--- src/io_register_space_decode_params.svh ---
// Offsets, field masks, reset values and timing counts of the I/O space.
`ifndef IO_REGISTER_SPACE_DECODE_PARAMS_SVH
`define IO_REGISTER_SPACE_DECODE_PARAMS_SVH

// ****************************************
// Address map
// ****************************************
`define IO_DS_OFFSET      8'h20
`define IO_EXT_BASE       8'h60
`define IO_BIT_LIMIT      6'h1f

`define OFF_PORT_A_IN     6'h00
`define OFF_PORT_A_DIR    6'h01
`define OFF_PORT_A_OUT    6'h02
`define OFF_PORT_B_IN     6'h03
`define OFF_PORT_B_DIR    6'h04
`define OFF_PORT_B_OUT    6'h05
`define OFF_PORT_C_IN     6'h06
`define OFF_PORT_C_DIR    6'h07
`define OFF_PORT_C_OUT    6'h08
`define OFF_PORT_D_IN     6'h09
`define OFF_PORT_D_DIR    6'h0a
`define OFF_PORT_D_OUT    6'h0b
`define OFF_TIMER0_FLAGS  6'h15
`define OFF_TIMER1_FLAGS  6'h16
`define OFF_TIMER2_FLAGS  6'h17
`define OFF_PIN_CHG_FLAGS 6'h1b
`define OFF_EXT_IRQ_FLAGS 6'h1c
`define OFF_EXT_IRQ_MASK  6'h1d
`define OFF_SCRATCH_0     6'h1e
`define OFF_NVM_CONTROL   6'h1f
`define OFF_NVM_DATA      6'h20
`define OFF_NVM_ADDR_LO   6'h21
`define OFF_NVM_ADDR_HI   6'h22
`define OFF_PRESCALER     6'h23
`define OFF_TIMER0_CTRL_A 6'h24
`define OFF_TIMER0_CTRL_B 6'h25

// ****************************************
// Implemented bits and reset values
// ****************************************
`define MASK_FULL         8'hff
`define MASK_TIMER0_FLAGS 8'h07
`define MASK_TIMER1_FLAGS 8'h27
`define MASK_TIMER2_FLAGS 8'h07
`define MASK_PIN_CHG      8'h0f
`define MASK_EXT_IRQ      8'h07
`define MASK_NVM_CONTROL  8'h3f
`define MASK_NVM_ADDR_HI  8'h0f
`define MASK_PRESCALER    8'h83
`define MASK_TIMER0_A     8'hf3
`define MASK_TIMER0_B     8'hcf
`define RST_REG           8'h00

// ****************************************
// Timing in clock cycles
// ****************************************
`define LAT_INTERNAL      1
`define LAT_EXTENDED      2

`endif

--- src/io_space_pkg.sv ---
// Types shared by the I/O space decoder and its flag registers.
package io_space_pkg;

  typedef struct packed {
    logic [63:0][7:0] io;
    logic [7:0]       rdata;
    logic             rvalid;
    logic             skip;
    logic             ext_rd;
    logic             ext_wr;
    logic [7:0]       ext_addr;
    logic [7:0]       ext_wdata;
  } io_state_t;

  typedef struct packed {
    logic [7:0] flags;
  } flag_state_t;

endpackage : io_space_pkg

--- src/flag_reg.sv ---
// One register of status flags, set by hardware and cleared by a one.
`timescale 1ns/1ps
`default_nettype none
`include "io_register_space_decode_params.svh"

module flag_reg
  import io_space_pkg::*;
#(
  parameter logic [7:0] MASK = `MASK_FULL
) (
  input  wire logic       clk_i,
  input  wire logic       reset_i,
  input  wire logic [7:0] set_i,
  input  wire logic [7:0] clear_i,
  output logic      [7:0] flags_o
);

  flag_state_t st;
  flag_state_t next_st;

  // A flag raised in the cycle it is cleared stays raised.
  always_comb begin
    next_st.flags = ((st.flags & ~clear_i) | set_i) & MASK;
  end

  always_ff @(posedge clk_i or posedge reset_i) begin
    if (reset_i) begin
      st <= '{flags: `RST_REG};
    end else begin
      st <= next_st;
    end
  end

  assign flags_o = st.flags;

endmodule : flag_reg
`default_nettype wire

--- src/io_register_space_decode.sv ---
// Decoder and storage for the low I/O register space of the core.
`timescale 1ns/1ps
`default_nettype none
`include "io_register_space_decode_params.svh"

module io_register_space_decode
  import io_space_pkg::*;
(
  input  wire logic       clk_i,
  input  wire logic       reset_i,
  input  wire logic       io_read_i,
  input  wire logic       io_write_i,
  input  wire logic [5:0] io_addr_i,
  input  wire logic       bit_set_i,
  input  wire logic       bit_clear_i,
  input  wire logic       bit_test_i,
  input  wire logic       test_for_set_i,
  input  wire logic [2:0] bit_num_i,
  input  wire logic       mem_read_i,
  input  wire logic       mem_write_i,
  input  wire logic [7:0] mem_addr_i,
  input  wire logic [7:0] wdata_i,
  output logic      [7:0] rdata_o,
  output logic            rvalid_o,
  output logic            skip_o,
  output logic            ext_read_o,
  output logic            ext_write_o,
  output logic      [7:0] ext_addr_o,
  output logic      [7:0] ext_wdata_o,
  input  wire logic [7:0] ext_rdata_i,
  input  wire logic [7:0] pin_a_i,
  input  wire logic [7:0] pin_b_i,
  input  wire logic [7:0] pin_c_i,
  input  wire logic [7:0] pin_d_i,
  output logic      [7:0] port_a_out_o,
  output logic      [7:0] port_a_dir_o,
  output logic      [7:0] port_b_out_o,
  output logic      [7:0] port_b_dir_o,
  output logic      [7:0] port_c_out_o,
  output logic      [7:0] port_c_dir_o,
  output logic      [7:0] port_d_out_o,
  output logic      [7:0] port_d_dir_o,
  input  wire logic [7:0] timer0_flag_set_i,
  input  wire logic [7:0] timer1_flag_set_i,
  input  wire logic [7:0] timer2_flag_set_i,
  input  wire logic [7:0] pin_chg_flag_set_i,
  input  wire logic [7:0] ext_irq_flag_set_i,
  output logic      [7:0] timer0_flags_o,
  output logic      [7:0] timer1_flags_o,
  output logic      [7:0] timer2_flags_o,
  output logic      [7:0] pin_chg_flags_o,
  output logic      [7:0] ext_irq_flags_o,
  output logic      [7:0] ext_irq_mask_o,
  output logic      [7:0] nvm_control_o
);

  // ****************************************
  // Flag registers
  // ****************************************
  localparam int NFLAG = 5;
  localparam logic [NFLAG-1:0][5:0] FLAG_OFF = {
    `OFF_EXT_IRQ_FLAGS, `OFF_PIN_CHG_FLAGS, `OFF_TIMER2_FLAGS,
    `OFF_TIMER1_FLAGS, `OFF_TIMER0_FLAGS};
  localparam logic [NFLAG-1:0][7:0] FLAG_MASK = {
    `MASK_EXT_IRQ, `MASK_PIN_CHG, `MASK_TIMER2_FLAGS,
    `MASK_TIMER1_FLAGS, `MASK_TIMER0_FLAGS};

  logic [NFLAG-1:0][7:0] flag_set;
  logic [NFLAG-1:0][7:0] flag_clr;
  logic [NFLAG-1:0][7:0] flag_val;

  assign flag_set = {ext_irq_flag_set_i, pin_chg_flag_set_i,
                     timer2_flag_set_i, timer1_flag_set_i,
                     timer0_flag_set_i};

  for (genvar g = 0; g < NFLAG; g++) begin : g_flag
    flag_reg #(
      .MASK (FLAG_MASK[g])
    ) u_flag (
      .clk_i   (clk_i),
      .reset_i (reset_i),
      .set_i   (flag_set[g]),
      .clear_i (flag_clr[g]),
      .flags_o (flag_val[g])
    );
  end

  // ****************************************
  // Register map
  // ****************************************
  io_state_t st;
  io_state_t next_st;

  // Unlisted and reserved locations have no writable bits and read zero.
  function automatic logic [7:0] wmask(input logic [5:0] a);
    case (a)
      `OFF_PORT_A_DIR, `OFF_PORT_A_OUT,
      `OFF_PORT_B_DIR, `OFF_PORT_B_OUT,
      `OFF_PORT_C_DIR, `OFF_PORT_C_OUT,
      `OFF_PORT_D_DIR, `OFF_PORT_D_OUT,
      `OFF_EXT_IRQ_MASK, `OFF_SCRATCH_0,
      `OFF_NVM_DATA, `OFF_NVM_ADDR_LO: wmask = `MASK_FULL;
      `OFF_NVM_CONTROL:   wmask = `MASK_NVM_CONTROL;
      `OFF_NVM_ADDR_HI:   wmask = `MASK_NVM_ADDR_HI;
      `OFF_PRESCALER:     wmask = `MASK_PRESCALER;
      `OFF_TIMER0_CTRL_A: wmask = `MASK_TIMER0_A;
      `OFF_TIMER0_CTRL_B: wmask = `MASK_TIMER0_B;
      default:            wmask = `RST_REG;
    endcase
  endfunction : wmask

  function automatic logic [7:0] io_value(input logic [5:0] a,
                                          input io_state_t s);
    case (a)
      `OFF_PORT_A_IN:     io_value = pin_a_i;
      `OFF_PORT_B_IN:     io_value = pin_b_i;
      `OFF_PORT_C_IN:     io_value = pin_c_i;
      `OFF_PORT_D_IN:     io_value = pin_d_i;
      `OFF_TIMER0_FLAGS:  io_value = flag_val[0];
      `OFF_TIMER1_FLAGS:  io_value = flag_val[1];
      `OFF_TIMER2_FLAGS:  io_value = flag_val[2];
      `OFF_PIN_CHG_FLAGS: io_value = flag_val[3];
      `OFF_EXT_IRQ_FLAGS: io_value = flag_val[4];
      default:            io_value = s.io[a] & wmask(a);
    endcase
  endfunction : io_value

  // ****************************************
  // Access decode
  // ****************************************
  // One request per cycle: bit operations win over I/O instructions,
  // which win over loads and stores.
  always_comb begin
    logic [5:0] op_addr;
    logic [7:0] op_val;
    logic [7:0] cur;
    logic [7:0] bmask;
    logic [7:0] m;
    logic       op_wr;
    logic       op_rd;
    op_addr = '0;
    op_val  = '0;
    cur     = '0;
    m       = '0;
    op_wr   = 1'b0;
    op_rd   = 1'b0;
    bmask   = 8'h01 << bit_num_i;
    next_st = st;
    next_st.rvalid = 1'b0;
    next_st.skip   = 1'b0;
    next_st.ext_rd = 1'b0;
    next_st.ext_wr = 1'b0;
    flag_clr = '0;
    if (bit_set_i || bit_clear_i || bit_test_i) begin
      if (io_addr_i <= `IO_BIT_LIMIT) begin
        cur = io_value(io_addr_i, st);
        if (bit_test_i) begin
          next_st.skip = (test_for_set_i == |(cur & bmask));
        end else begin
          op_wr   = 1'b1;
          op_addr = io_addr_i;
          // The whole register is written back, flags read as one too.
          op_val  = bit_set_i ? (cur | bmask) : (cur & ~bmask);
        end
      end
    end else if (io_read_i || io_write_i) begin
      op_addr = io_addr_i;
      op_rd   = io_read_i;
      op_wr   = io_write_i;
      op_val  = wdata_i;
    end else if (mem_read_i || mem_write_i) begin
      if (mem_addr_i >= `IO_EXT_BASE) begin
        next_st.ext_rd    = mem_read_i;
        next_st.ext_wr    = mem_write_i;
        next_st.ext_addr  = mem_addr_i;
        next_st.ext_wdata = wdata_i;
      end else if (mem_addr_i >= `IO_DS_OFFSET) begin
        op_addr = 6'(mem_addr_i - `IO_DS_OFFSET);
        op_rd   = mem_read_i;
        op_wr   = mem_write_i;
        op_val  = wdata_i;
      end
    end
    if (op_rd) begin
      next_st.rdata  = io_value(op_addr, st);
      next_st.rvalid = 1'b1;
    end
    if (op_wr) begin
      m = wmask(op_addr);
      next_st.io[op_addr] = (st.io[op_addr] & ~m) | (op_val & m);
      for (int k = 0; k < NFLAG; k++) begin
        if (op_addr == FLAG_OFF[k]) begin
          flag_clr[k] = op_val;
        end
      end
    end
    // Extended read data returns a cycle later and takes the bus.
    if (st.ext_rd) begin
      next_st.rdata  = ext_rdata_i;
      next_st.rvalid = 1'b1;
    end
  end

  always_ff @(posedge clk_i or posedge reset_i) begin
    if (reset_i) begin
      st <= '0;
    end else begin
      st <= next_st;
    end
  end

  // ****************************************
  // Outputs
  // ****************************************
  assign rdata_o        = st.rdata;
  assign rvalid_o       = st.rvalid;
  assign skip_o         = st.skip;
  assign ext_read_o     = st.ext_rd;
  assign ext_write_o    = st.ext_wr;
  assign ext_addr_o     = st.ext_addr;
  assign ext_wdata_o    = st.ext_wdata;
  assign port_a_out_o   = st.io[`OFF_PORT_A_OUT];
  assign port_a_dir_o   = st.io[`OFF_PORT_A_DIR];
  assign port_b_out_o   = st.io[`OFF_PORT_B_OUT];
  assign port_b_dir_o   = st.io[`OFF_PORT_B_DIR];
  assign port_c_out_o   = st.io[`OFF_PORT_C_OUT];
  assign port_c_dir_o   = st.io[`OFF_PORT_C_DIR];
  assign port_d_out_o   = st.io[`OFF_PORT_D_OUT];
  assign port_d_dir_o   = st.io[`OFF_PORT_D_DIR];
  assign timer0_flags_o  = flag_val[0];
  assign timer1_flags_o  = flag_val[1];
  assign timer2_flags_o  = flag_val[2];
  assign pin_chg_flags_o = flag_val[3];
  assign ext_irq_flags_o = flag_val[4];
  assign ext_irq_mask_o = st.io[`OFF_EXT_IRQ_MASK];
  assign nvm_control_o  = st.io[`OFF_NVM_CONTROL] & `MASK_NVM_CONTROL;

  logic no_bit;
  logic io_only;
  assign no_bit  = !bit_set_i && !bit_clear_i && !bit_test_i;
  assign io_only = no_bit && !io_read_i && !io_write_i;
endmodule : io_register_space_decode
`default_nettype wire

--- config.mk ---
export PLATFORM = sky130hd
export DESIGN_NAME = io_register_space_decode
export DESIGN_NICKNAME = d
export VERILOG_FILES = /design/src/io_space_pkg.sv /design/src/flag_reg.sv /design/src/io_register_space_decode.sv
export VERILOG_INCLUDE_DIRS = /design/src
export SDC_FILE = /design/constraint.sdc
export NUM_CORES = 1
export LEC_CHECK = 0
export BUFFER_PORTS_ARGS = -buffer_cell sky130_fd_sc_hd__buf_2
export CAP_MARGIN = 20
export CORE_MARGIN = 2
export CORE_UTILIZATION = 23
export DETAILED_ROUTE_END_ITERATION = 8
export GPL_TIMING_DRIVEN = 1
export HOLD_SLACK_MARGIN = 0.02
export PLACE_DENSITY = 0.36
export SETUP_SLACK_MARGIN = 0.15
export SLEW_MARGIN = 25
export SYNTH_ARGS = -nofsm -noshare
export SYNTH_HDL_FRONTEND = slang
export SYNTH_HIERARCHICAL = 1
export SYNTH_SLANG_ARGS = --single-unit
export TNS_END_PERCENT = 10
--- constraint.sdc ---
create_clock -name clk_i -period 27.8 [get_ports clk_i]
set_clock_uncertainty 0.2 [all_clocks]
set_input_delay 4.17 -clock clk_i [delete_from_list [all_inputs] [get_ports clk_i]]
set_output_delay 4.17 -clock clk_i [all_outputs]
set_load 0.03 [all_outputs]
== Word-level counts from Yosys, hierarchy flattened ==
Memories as Yosys holds them, arrays and structs flattened.
Index checks and enable logic that the tools add are counted.

* Bits in registers: 557
* Latch bits: 0
* Memory bits (writable): 0
* ROM bits: 1536
* Input bits: 115
* Word-level logic and storage cells: 202
* Memories kept: 3

* Add/sub/neg operators: 1
* $mul: 0
* Divide/modulo/power cells: 0
* $lt $le $gt $ge: 6
* Equal/unequal tests: 17
* Shifts and indexed selects: 1
* Multiplexer cells: 59
* Bitwise logic cells: 27
* Reduce and logical (&&, ||, !) cells: 12

{| class="wikitable"
|+ Memories
! name !! words !! width !! rd ports !! clocked after Yosys merged registers in !! write ports !! RTL line !! source
|-
| (no name shown) || 64 || 8 || 1 || 0 || 0 || io_register_space_decode.sv:96 || <nowiki>case (a)</nowiki>
|-
| (no name shown) || 64 || 8 || 1 || 0 || 0 || io_register_space_decode.sv:96 ||
|-
| (no name shown) || 64 || 8 || 1 || 0 || 0 || io_register_space_decode.sv:96 ||
|}

{| class="wikitable"
|+ Operators with widths
! cell !! number
|-
| $bwmux 512 || 1
|-
| $mux 8 || 23
|-
| $pmux 8 s9 || 2
|-
| $bmux 8 s6 || 2
|-
| $mux 18 || 4
|-
| $eq 6x5->1 const B || 10
|-
| $and 8x8->8 || 6
|-
| $demux 8 s6 || 1
|-
| $mux 6 || 7
|-
| $mux 35 || 1
|-
| $mux 9 || 2
|-
| $reduce_or 9->1 || 2
|-
| $not 8->8 || 2
|-
| $or 8x8->8 || 2
|-
| $mux 1 || 15
|-
| $lt 6x7->1 const B || 2
|-
| $eq 6x2->1 const B || 2
|-
| $eq 6x3->1 const B || 2
|-
| $eq 6x4->1 const B || 2
|-
| $logic_not 6->1 || 2
|-
| $and 3x3->3 || 3
|-
| $not 3->3 || 3
|-
| $or 3x3->3 || 3
|-
| $ge 8x6->1 const B || 1
|-
| 19 further kinds || 23
|}

== Longest topological paths before layout ==
Gate-level depths: netlist of the first run.

* Depth after elaboration: 19
* Depth in mapped cells: 20

== Modules after synthesis ==
Netlist of the first run, hierarchy kept.

{| class="wikitable"
|+ By module, submodules not included
! module !! times used !! cells an instance !! area an instance (µm²)
|-
| io_register_space_decode || 1 || 2779 || 28134.5
|-
| flag_reg (g_flag[0].u_flag ...) || 3 || 16 || 153.9
|-
| flag_reg (g_flag[1].u_flag ...) || 2 || 18 || 182.7
|}

== Worst setup path before layout of the first run ==
OpenSTA, ideal clock, no wires.

* Kind: input to register
* From: input port bit_test_i
* To: register st (netlist bit ext_irq_mask_o[3])
* Library setup time: 0.135 ns
* Data arrival time: 7.764 ns
* Setup slack: 19.701 ns
* Stages on the path: 19
* Path buffers: 8
* Cells stage by stage: buf_6 -> or3_4 -> or4_4 -> nand2_4 -> buf_6 -> buf_8 -> buf_8 -> buf_6 -> buf_4 -> buf_2 -> ha_1 -> nor2_1 -> a21oi_1 -> o211a_1 -> nand2_1 -> o2111ai_1 -> o21bai_1 -> clkbuf_1 -> o21ai_0

* Cells in the longest elaborated chain, start to end: 9
* Elaborated cells on any way between the ends: 24
* Those cells by class: order compare (2); mux (15); bitwise (4); reduce/logical (2); memory (1)

{| class="wikitable"
|+ Ends and longest elaborated chain
! what !! RTL line !! source
|-
| from (decl) || io_register_space_decode.sv:16 || <nowiki>input wire logic bit_test_i,</nowiki>
|-
| $mux 6 || io_register_space_decode.sv:157 || <nowiki>if (bit_test_i) begin</nowiki>
|-
| $mux 6 || io_register_space_decode.sv:155 || <nowiki>if (io_addr_i <= `IO_BIT_LIMIT) begin</nowiki>
|-
| $mux 6 || io_register_space_decode.sv:154 || <nowiki>if (bit_set_i || bit_clear_i || bit_test_i) begin</nowiki>
|-
| $mem_v2 64x8 || -- ||
|-
| $mux 8 || io_register_space_decode.sv:188 || <nowiki>if (op_wr) begin</nowiki>
|-
| $not 8->8 || io_register_space_decode.sv:190 || <nowiki>next_st.io[op_addr] = (st.io[op_addr] & ~m) | (op_val & m);</nowiki>
|-
| $and 8x8->8 || io_register_space_decode.sv:190 ||
|-
| $or 8x8->8 || io_register_space_decode.sv:190 ||
|-
| $bwmux 512 || io_register_space_decode.sv:190 ||
|-
| to (signal assigned) || io_register_space_decode.sv:208 || <nowiki>st <= next_st;</nowiki>
|-
| to (decl) || io_register_space_decode.sv:91 || <nowiki>io_state_t st;</nowiki>
|}

Parallel ways exist; a longest one is shown, timed or not. The select of a mux whose other input is x is not followed.
A chain may end at the register's enable or synchronous reset.

== Worst setup path in the final report of the first run ==
* From: input port io_addr_i[1]
* To: register st (netlist bit port_d_out_o[0])

* Cells in the longest elaborated chain, start to end: 16
* Elaborated cells on any way between the ends: 46
* Those cells by class: order compare (3); eq/ne (8); mux (24); bitwise (7); reduce/logical (2); memory (2)

{| class="wikitable"
|+ Ends and longest elaborated chain
! what !! RTL line !! source
|-
| from (decl) || io_register_space_decode.sv:13 || <nowiki>input wire logic [5:0] io_addr_i,</nowiki>
|-
| $mem_v2 64x8 || -- ||
|-
| $mux 8 || io_register_space_decode.sv:114 || <nowiki>case (a)</nowiki>
|-
| $mux 8 || io_register_space_decode.sv:155 ||
|-
| $mux 8 || io_register_space_decode.sv:154 ||
|-
| $and 8x8->8 || io_register_space_decode.sv:124 || <nowiki>default: io_value = s.io[a] & wmask(a);</nowiki>
|-
| $pmux 8 s9 || io_register_space_decode.sv:114 ||
|-
| $mux 8 || io_register_space_decode.sv:155 ||
|-
| $mux 8 || io_register_space_decode.sv:154 ||
|-
| $and 8x8->8 / $or 8x8->8 (equally long branches) || io_register_space_decode.sv:163 || <nowiki>op_val = bit_set_i ? (cur | bmask) : (cur & ~bmask);</nowiki>
|-
| $mux 8 || io_register_space_decode.sv:163 ||
|-
| $mux 8 || io_register_space_decode.sv:157 ||
|-
| $mux 8 || io_register_space_decode.sv:155 ||
|-
| $mux 8 || io_register_space_decode.sv:154 ||
|-
| $and 8x8->8 || io_register_space_decode.sv:190 ||
|-
| $or 8x8->8 || io_register_space_decode.sv:190 ||
|-
| $bwmux 512 || io_register_space_decode.sv:190 ||
|}

Parallel ways exist; a longest one is shown, timed or not. The select of a mux whose other input is x is not followed.

==> results of run 1 <==
[metal layers]
layer	part of all wire [%]	up-vias
met2	45	956
li1	-	9263
met1	44	10857
met5	0	-
met4	2.9	0
met3	7.9	165
[worst max-delay path by stage]
stage / slack, ns / depth (start not counted) / to
floorplan: 8.34 / 1 / ext_addr_o[0]
global placement: 17.22 / 14 / st[78]
detailed placement: 17.39 / 14 / nvm_control_o[0]
CTS: 18.05 / 14 / port_d_out_o[0]
global route: 17.84 / 14 / port_d_out_o[0]
finish: 18.11 / 14 / port_d_out_o[0]
[critical path: stages]
cell and delay, ns:
buf_4 0.36, inv_1 0.27, or4_1 0.84, nand2_4 0.60, inv_4 0.31, buf_12 0.31, nor2_4 0.52, buf_4 0.60
a22oi_1 0.18, o22ai_1 0.20, a22oi_1 0.10, and4b_1 0.38, a21oi_2 0.81, mux2_2 0.31
[layout make-up]
| type | count | area [µm²] | area share (%) |
|---|---|---|---|
| clock buffer | 106 | 2090 | 6.56 |
| sequential | 557 | 13900 | 43.7 |
| inverter | 44 | 178 | 0.557 |
| tap | 1650 | 2060 | 6.47 |
| clock inverter | 16 | 231 | 0.726 |
| multi-input combinational | 1618 | 11800 | 36.9 |
| antenna | 1 | 2.50 | 0.00785 |
| timing repair buffer | 278 | 1630 | 5.10 |
[per-stage QoR]
stage | worst slack, ns | util [%]
2_1_floorplan | 8.34 | -
3_3_place_gp | 17.22 | 23.6
3_5_place_dp | 17.39 | 23.6
4_1_cts | 18.05 | 25.5
5_1_grt | 17.84 | 25.5
6_report | 18.11 | 25.5
[report_power, final]
part / switching [mW] / internal [mW] / total (mW)
registers: 0.0401 / 0.852 / 0.892
logic: 0.280 / 0.115 / 0.396
clock network: 0.368 / 0.564 / 0.932
[layout by cell type, fill, tap and decap left out, types with 13 or more instances in the layout]
| master | count |
|---|---|
| dfrtp_1 | 557 |
| mux2i_1 | 109 |
| nor3_1 | 19 |
| nor2_1 | 109 |
| o221ai_1 | 18 |
| conb_1 | 25 |
| clkbuf_8 | 14 |
| o22ai_1 | 30 |
| nand3_1 | 76 |
| a21o_1 | 19 |
| o21ai_1 | 15 |
| buf_4 | 59 |
| a221oi_1 | 65 |
| inv_1 | 41 |
| and2_1 | 13 |
| nand2_1 | 325 |
| a32oi_1 | 15 |
| o21ai_0 | 114 |
| a21oi_1 | 90 |
| a31oi_1 | 39 |
| a22oi_1 | 60 |
| buf_2 | 212 |
| mux2_2 | 121 |
| and3_1 | 45 |
| clkbuf_1 | 19 |
| a22o_1 | 13 |
| clkbuf_16 | 73 |
| mux4_2 | 73 |
[flip-flops by register name, indices dropped and copies added (netlist names)]
name	flops
st	434
g_flag.u_flag/flags_o	17
ext_addr_o	8
ext_irq_mask_o	8
ext_wdata_o	8
port_a_dir_o	8
port_a_out_o	8
port_b_dir_o	8
port_b_out_o	8
port_c_dir_o	8
port_c_out_o	8
port_d_dir_o	8
port_d_out_o	8
rdata_o	8
nvm_control_o	6
ext_read_o	1
ext_write_o	1
rvalid_o	1
skip_o	1
==> results_dict.tcl, run 1 <==
set metrics [dict create \
    cts_max_level 3 \
    root_buffer "clkbuf_16" \
    dieArea_um2 128000 \
    cp_max_fo 70 \
    reg2regPathDepth 10 \
    cp-startpoint "io_addr_i[1]" \
    critical_path_required_ns 28.15 \
    hold_class "reg -> reg" \
    hold_end "st[405]" \
    core.rowCount 130 \
    use_met3_pct 4.34 \
    drt-initial-drc-count 2205 \
    gp_congestion 0.862 \
    cts_made_buffers 69 \
    drc 0 \
    grtUsageTotal_pct 18.4 \
    hold_slack_ns 0.168 \
    fp.coreArea_um2 125000 \
    nNetsFinal 2695 \
    syn_inst 2840 \
    die_x_um 358 \
    power.density_nw_per_um2 69.6 \
    cp.arrival_ns 10.04 \
    vias 21241 \
    io_buffers 214 \
    rsz0062_at_grt "false" \
    grt_pass1_wl_um 169000 \
    dp_hpwl_um 83400 \
    status "complete, no violations" \
    slew_headroom_pct 17.6 \
    postPlaceCellArea_um2 29500 \
    stdcell_count 4270 \
    areaGrowthSynthToFinish_pct 10.5 \
    crit_path_start_kind "input pin" \
    post-route-min-period_ns 9.69 \
    drtPass1Iterations 6 \
    viasPerCell 4.97 \
    period_share_pct 34.9 \
    ant_nets 0 \
    avgSynthCellArea_um2 10.2 \
    grt_max_degree 173 \
    cts_sinks 557 \
    wire_per_inst_um 28.1 \
    fmaxAchievable_ghz 0.103 \
    clk_pin_slew_worst_paths_ns 0.05 \
    cp-end-kind "flop" \
    r2r_start "nvm_control_o[3]" \
    max-vdd-ir-drop_mv 0.0423 \
    dp.cells 4146 \
    hp-start "st[405]" \
    io-pin-count 263 \
    grt-ovfl-total 0 \
    first_global_vias 21539 \
    grt_use_met1_pct 25.3 \
    p_leak_nw 14.1 \
    hold_violations 0 \
    design_area_um2 31900 \
    use_met2_pct 28.6 \
    cts_setup_buffers 0 \
    drv_slew 0 \
    initial_core_util_pct 23.1 \
    r2r-end "port_b_dir_o[3]" \
    num-fill-cells 13163 \
    finalPower_mw 2.22 \
    min_path_cells 0 \
    post_cts_resized 0 \
    yosysWarnings 6 \
    antenna_found_initial 2 \
    die-height_um 358 \
    syn_area_um2 28900 \
    setup_viol 0 \
    ff2ff_setup_slack_ns 23.35 \
    cts_buffer_depth 3 \
    cts_tree "built" \
    drive_gt1_share_pct 23.7 \
    grt_busiest_layer "met2" \
    clk_latency_ns 0.63 \
    timing.setup.tns_ns 0 \
    tightest_slew_ns 1.23 \
    finalWirelength_um 120000 \
    cts_hold_buf 0 \
    path_class "in -> reg" \
    maxCapViolCount 0 \
]
No activity file was read; power rests on OpenSTA's default activity.
==> run 2: changes to the inputs <==
==> constraint.sdc (replaced) <==
create_clock -name clk_i -period 9.5 [get_ports clk_i]
set_clock_uncertainty 0.2 [all_clocks]
set_input_delay 1.425 -clock clk_i [delete_from_list [all_inputs] [get_ports clk_i]]
set_output_delay 1.425 -clock clk_i [all_outputs]
set_load 0.03 [all_outputs]
==> results_dict.tcl, run 2 (same netlist as run 1, synthesis figures left out) <==
set metrics [dict create \
    dp_hpwl_um 84900 \
    drtPass1Iterations 6 \
    areaGrowthSynthToFinish_pct 10.6 \
    initial_core_util_pct 23.1 \
    hold_violations 0 \
    first_global_vias 21602 \
    dieArea_um2 128000 \
    cts_buffer_depth 3 \
    nNetsFinal 2701 \
    min_path_cells 0 \
    reg2regPathDepth 9 \
    setup_viol 0 \
    die_x_um 358 \
    max-vdd-ir-drop_mv 0.118 \
    grt_pass1_wl_um 170000 \
    crit_path_start_kind "input pin" \
    drive_gt1_share_pct 24.1 \
    fp.coreArea_um2 125000 \
    final_common_cell "dfrtp_1" \
    die-height_um 358 \
    cts_made_buffers 68 \
    cts_setup_buffers 0 \
    cp-end-kind "flop" \
    grt-ovfl-total 0 \
    antenna_found_initial 5 \
    io-pin-count 263 \
    fmaxAchievable_ghz 0.155 \
    regMostFlops "st" \
    drc 0 \
    cp-startpoint "io_addr_i[0]" \
    cp_max_fo 41 \
    finalPower_mw 6.40 \
    cts_tree "built" \
    maxCapViolCount 0 \
    finalWirelength_um 121000 \
    status "complete, no violations" \
    tightest_slew_ns 1.07 \
    clk_pin_slew_worst_paths_ns 0.06 \
    timing.setup.tns_ns 0 \
    hp-start "st[405]" \
    wire_per_inst_um 28.2 \
    viasPerCell 4.99 \
    period_share_pct 68.0 \
    hold_class "reg -> reg" \
    core.rowCount 130 \
    post_cts_resized 0 \
    r2r_start "nvm_control_o[3]" \
    cts_sinks 557 \
    io_buffers 214 \
    root_buffer "clkbuf_16" \
    drv_slew 0 \
    cts_max_level 3 \
    ant_nets 0 \
    largest_reg_flops 434 \
    rsz0062_at_grt "false" \
    grtUsageTotal_pct 18.5 \
    drt-initial-drc-count 1915 \
    clk_latency_ns 0.62 \
    cts_hold_buf 0 \
    grt_max_degree 171 \
    layout_common_cells "557 x dfrtp_1, 324 x nand2_1, 212 x buf_2" \
    path_class "in -> reg" \
    power.density_nw_per_um2 201 \
    slew_headroom_pct 28.3 \
    vias 21318 \
    post-route-min-period_ns 6.46 \
    p_leak_nw 14.1 \
    cp.arrival_ns 6.78 \
    critical_path_required_ns 9.82 \
    gp_congestion 0.872 \
]
-- run 2: metal layers --
metal | up-vias | part of all wire, % | track usage [%]
li1 | 9262 | - | -
met2 | 943 | 45 | 29.1
met4 | 0 | 2.9 | 5.83
met5 | - | 0 | 0
met3 | 171 | 7.2 | 3.87
met1 | 10942 | 45 | 25.3
-- run 2: critical path: stages --
cell	delay [ns]
buf_6	0.31
inv_1	0.45
nor4_1	0.68
a21o_4	0.53
inv_4	0.43
buf_12	0.32
nor2_1	0.51
buf_4	0.33
a221oi_1	0.12
o22ai_1	0.33
a22o_1	0.29
nand4bb_1	0.32
o21bai_2	0.31
o21ai_0	0.26
-- run 2: metrics by stage --
stage	area [µm²]	hold slack (ns)	util, %	std cells	setup slack [ns]
after global routing	31900	0.183	25.5	4273	2.81
after CTS	31900	0.171	25.5	4271	2.98
after floorplan	29000	0.221	-	2859	0.531
after detailed placement	29600	0.158	23.7	4152	2.32
final	31900	0.166	25.5	4274	3.04
after global placement	29600	0.158	23.7	4151	2.30
-- run 2: area by class of cell --
class	instances	area, µm²
Multi-Input combinational cell	1618	11800
Tap cell	1650	2060
Timing Repair Buffer	285	1740
Fill cell	13204	93200
Clock inverter	15	165
Sequential cell	557	13900
Inverter	44	174
Antenna cell	1	2.50
Clock buffer	104	2060
-- run 2: worst paths after layout --
path                       slack, ns                     endpoint
max in group asynchronous       6.35            ext_irq_mask_o[5]
max                             3.04              port_c_out_o[6]
min reg2reg                     0.17                      st[405]
min in group asynchronous       0.56  g_flag[2].u_flag/flags_o[0]
max reg2reg                     4.88                       st[55]
min                             0.17                      st[405]
-- run 2: where the power goes --
group | total (mW) | internal (mW) | switching, mW
registers | 2.61 | 2.49 | 0.120
logic | 1.17 | 0.343 | 0.823
clock network | 2.63 | 1.55 | 1.08
total | 6.40 | 4.38 | 2.02
==> run 3: changes to the inputs <==
--- a/config.mk
+++ b/config.mk
@@ -6,6 +6,7 @@
 export SDC_FILE = /design/constraint.sdc
 export NUM_CORES = 1
 export LEC_CHECK = 0
+export ABC_AREA = 1
 export BUFFER_PORTS_ARGS = -buffer_cell sky130_fd_sc_hd__buf_2
 export CAP_MARGIN = 20
 export CORE_MARGIN = 2
==> constraint.sdc (replaced) <==
create_clock -name clk_i -period 6.2 [get_ports clk_i]
set_clock_uncertainty 0.2 [all_clocks]
set_input_delay 0.93 -clock clk_i [delete_from_list [all_inputs] [get_ports clk_i]]
set_output_delay 0.93 -clock clk_i [all_outputs]
set_load 0.03 [all_outputs]
==> results_dict.tcl, run 3 <==
set metrics [dict create \
    cp_max_fo 20 \
    cts_sinks 557 \
    post-route-min-period_ns 4.46 \
    p_leak_nw 19.5 \
    cp-end-kind "flop" \
    cp.arrival_ns 4.79 \
    r2r_start "st[270]" \
    viasPerCell 4.52 \
    path_class "in -> reg" \
    finalWirelength_um 144000 \
    cts_tree "built" \
    hold_class "reg -> reg" \
    ant_nets 0 \
    layout_common_cells "2093 x nand2_1, 557 x dfrtp_1, 540 x nand3_1" \
    hold_violations 0 \
    critical_path_required_ns 6.53 \
    status "complete, no violations" \
    cts_buffer_depth 3 \
    clk_pin_slew_worst_paths_ns 0.05 \
    cts_setup_buffers 0 \
    syn_area_um2 32400 \
    dp_hpwl_um 93400 \
    largest_reg_flops 434 \
    core.rowCount 137 \
    areaGrowthSynthToFinish_pct 10.7 \
    cts_made_buffers 73 \
    avgSynthCellArea_um2 6.72 \
    slew_headroom_pct 24.3 \
    final_common_cell "nand2_1" \
    min_path_cells 0 \
    setup_viol 0 \
    root_buffer "clkbuf_16" \
    drive_gt1_share_pct 11.5 \
    period_share_pct 71.9 \
    yosysWarnings 6 \
    dieArea_um2 144000 \
    hold_slack_ns 0.172 \
    regMostFlops "st" \
    crit_path_start_kind "input pin" \
    nNetsFinal 4634 \
    vias 29066 \
    grt-ovfl-total 0 \
    initial_core_util_pct 23.2 \
    power.density_nw_per_um2 293 \
    io_buffers 214 \
    ff2ff_setup_slack_ns 2.92 \
    postPlaceCellArea_um2 33400 \
    tightest_slew_ns 1.13 \
    crit_path_end "port_d_out_o[2]" \
    clk_latency_ns 0.65 \
    die_x_um 379 \
    fmaxAchievable_ghz 0.224 \
    max-vdd-ir-drop_mv 0.188 \
    drt-initial-drc-count 2537 \
    cp-startpoint "io_addr_i[1]" \
    fp.coreArea_um2 140000 \
    cts_max_level 3 \
    antenna_found_initial 4 \
    reg2regPathDepth 17 \
    io-pin-count 263 \
    drv_slew 0 \
    design_area_um2 35800 \
    gp_congestion 0.881 \
    grtUsageTotal_pct 19.8 \
    drc 0 \
    drtPass1Iterations 5 \
    r2r-end "port_d_out_o[2]" \
    syn_inst 4814 \
    grt_max_degree 155 \
    grt_pass1_wl_um 209000 \
    num-fill-cells 15660 \
    first_global_vias 28167 \
    wire_per_inst_um 22.3 \
    rsz0062_at_grt "false" \
    die-height_um 379 \
    post_cts_resized 0 \
    maxCapViolCount 0 \
]
run 3: cell count changes in the layout (fill, tap and decap cells not counted), moves of 108 or more:
cell     delta
mux2_2    -110
mux2i_1   -108
nor2_1    +218
nand2_1  +1769
nand3_1   +464
inv_1     +119
run 3: layout make-up:
| type | instances | area [µm²] | area share [%] |
|---|---|---|---|
| antenna | 2 | 5.00 | 0.0140 |
| timing repair buffer | 303 | 2000 | 5.58 |
| sequential | 557 | 13900 | 38.9 |
| clock buffer | 109 | 2170 | 6.04 |
| clock inverter | 15 | 195 | 0.545 |
| inverter | 193 | 737 | 2.06 |
| tap | 1876 | 2350 | 6.55 |
| multi-input combinational | 3379 | 14400 | 40.3 |
run 3: what timing repair did:
| item | 4_1_cts | 5_1_grt |
|---|---|---|
| hold endpoints to repair | 13 | 0 |
| endpoints found under the setup margin | 0 | 0 |
| hold buffers | 1 | 0 |
run 3: worst min path at each step:
| stage | from | to | slack, ns |
|---|---|---|---|
| 2_1_floorplan | st[338] | st[338] | 0.23 |
| 6_report | st[518] | st[518] | 0.17 |
| 3_3_place_gp | st[488] | st[488] | 0.16 |
| 5_1_grt | st[416] | st[416] | 0.18 |
| 3_5_place_dp | st[359] | st[359] | 0.17 |
| 4_1_cts | st[486] | st[486] | 0.18 |
run 3: worst max-delay path, stage by stage:
cell	delay, ns
buf_4	0.24
clkinv_2	0.44
ha_1	0.41
nand3_1	0.30
nand4_1	0.17
nor2_2	0.47
inv_1	0.14
a31oi_1	0.16
nand2_1	0.17
nand2_1	0.10
nand2_1	0.06
a21boi_2	0.58
nand2_1	0.11
buf_4	0.27
nand3_1	0.12
nand2_1	0.05
run 3: through the flow:
step                      utilization [%]  instances  TNS (ns)  power [mW]  worst slack, ns
after floorplan                         -       4833  -1227.95        5.51            -2.27
after global placement               24.0       6307         0        6.25             1.12
after detailed placement             24.0       6307         0        6.25             1.11
after CTS                            25.7       6432         0        10.6             1.81
after global routing                 25.7       6434         0        11.0             1.55
final                                25.7       6434         0        10.5             1.74
run 3: metal layers:
metal	part of all wire, %	global-route usage [%]
met3	6.0	3.33
met2	45	30.9
met4	2.7	5.68
met1	46	27.9
met5	0	0
run 3: report_power, final:
part / switching, mW / total [mW] / leakage [nW] / internal (mW)
Combinational: 1.64 / 2.16 / 10.7 / 0.523
Sequential: 0.202 / 4.02 / 7.63 / 3.82
Clock: 1.74 / 4.30 / 1.16 / 2.57
Total: 3.58 / 10.5 / 19.5 / 6.91
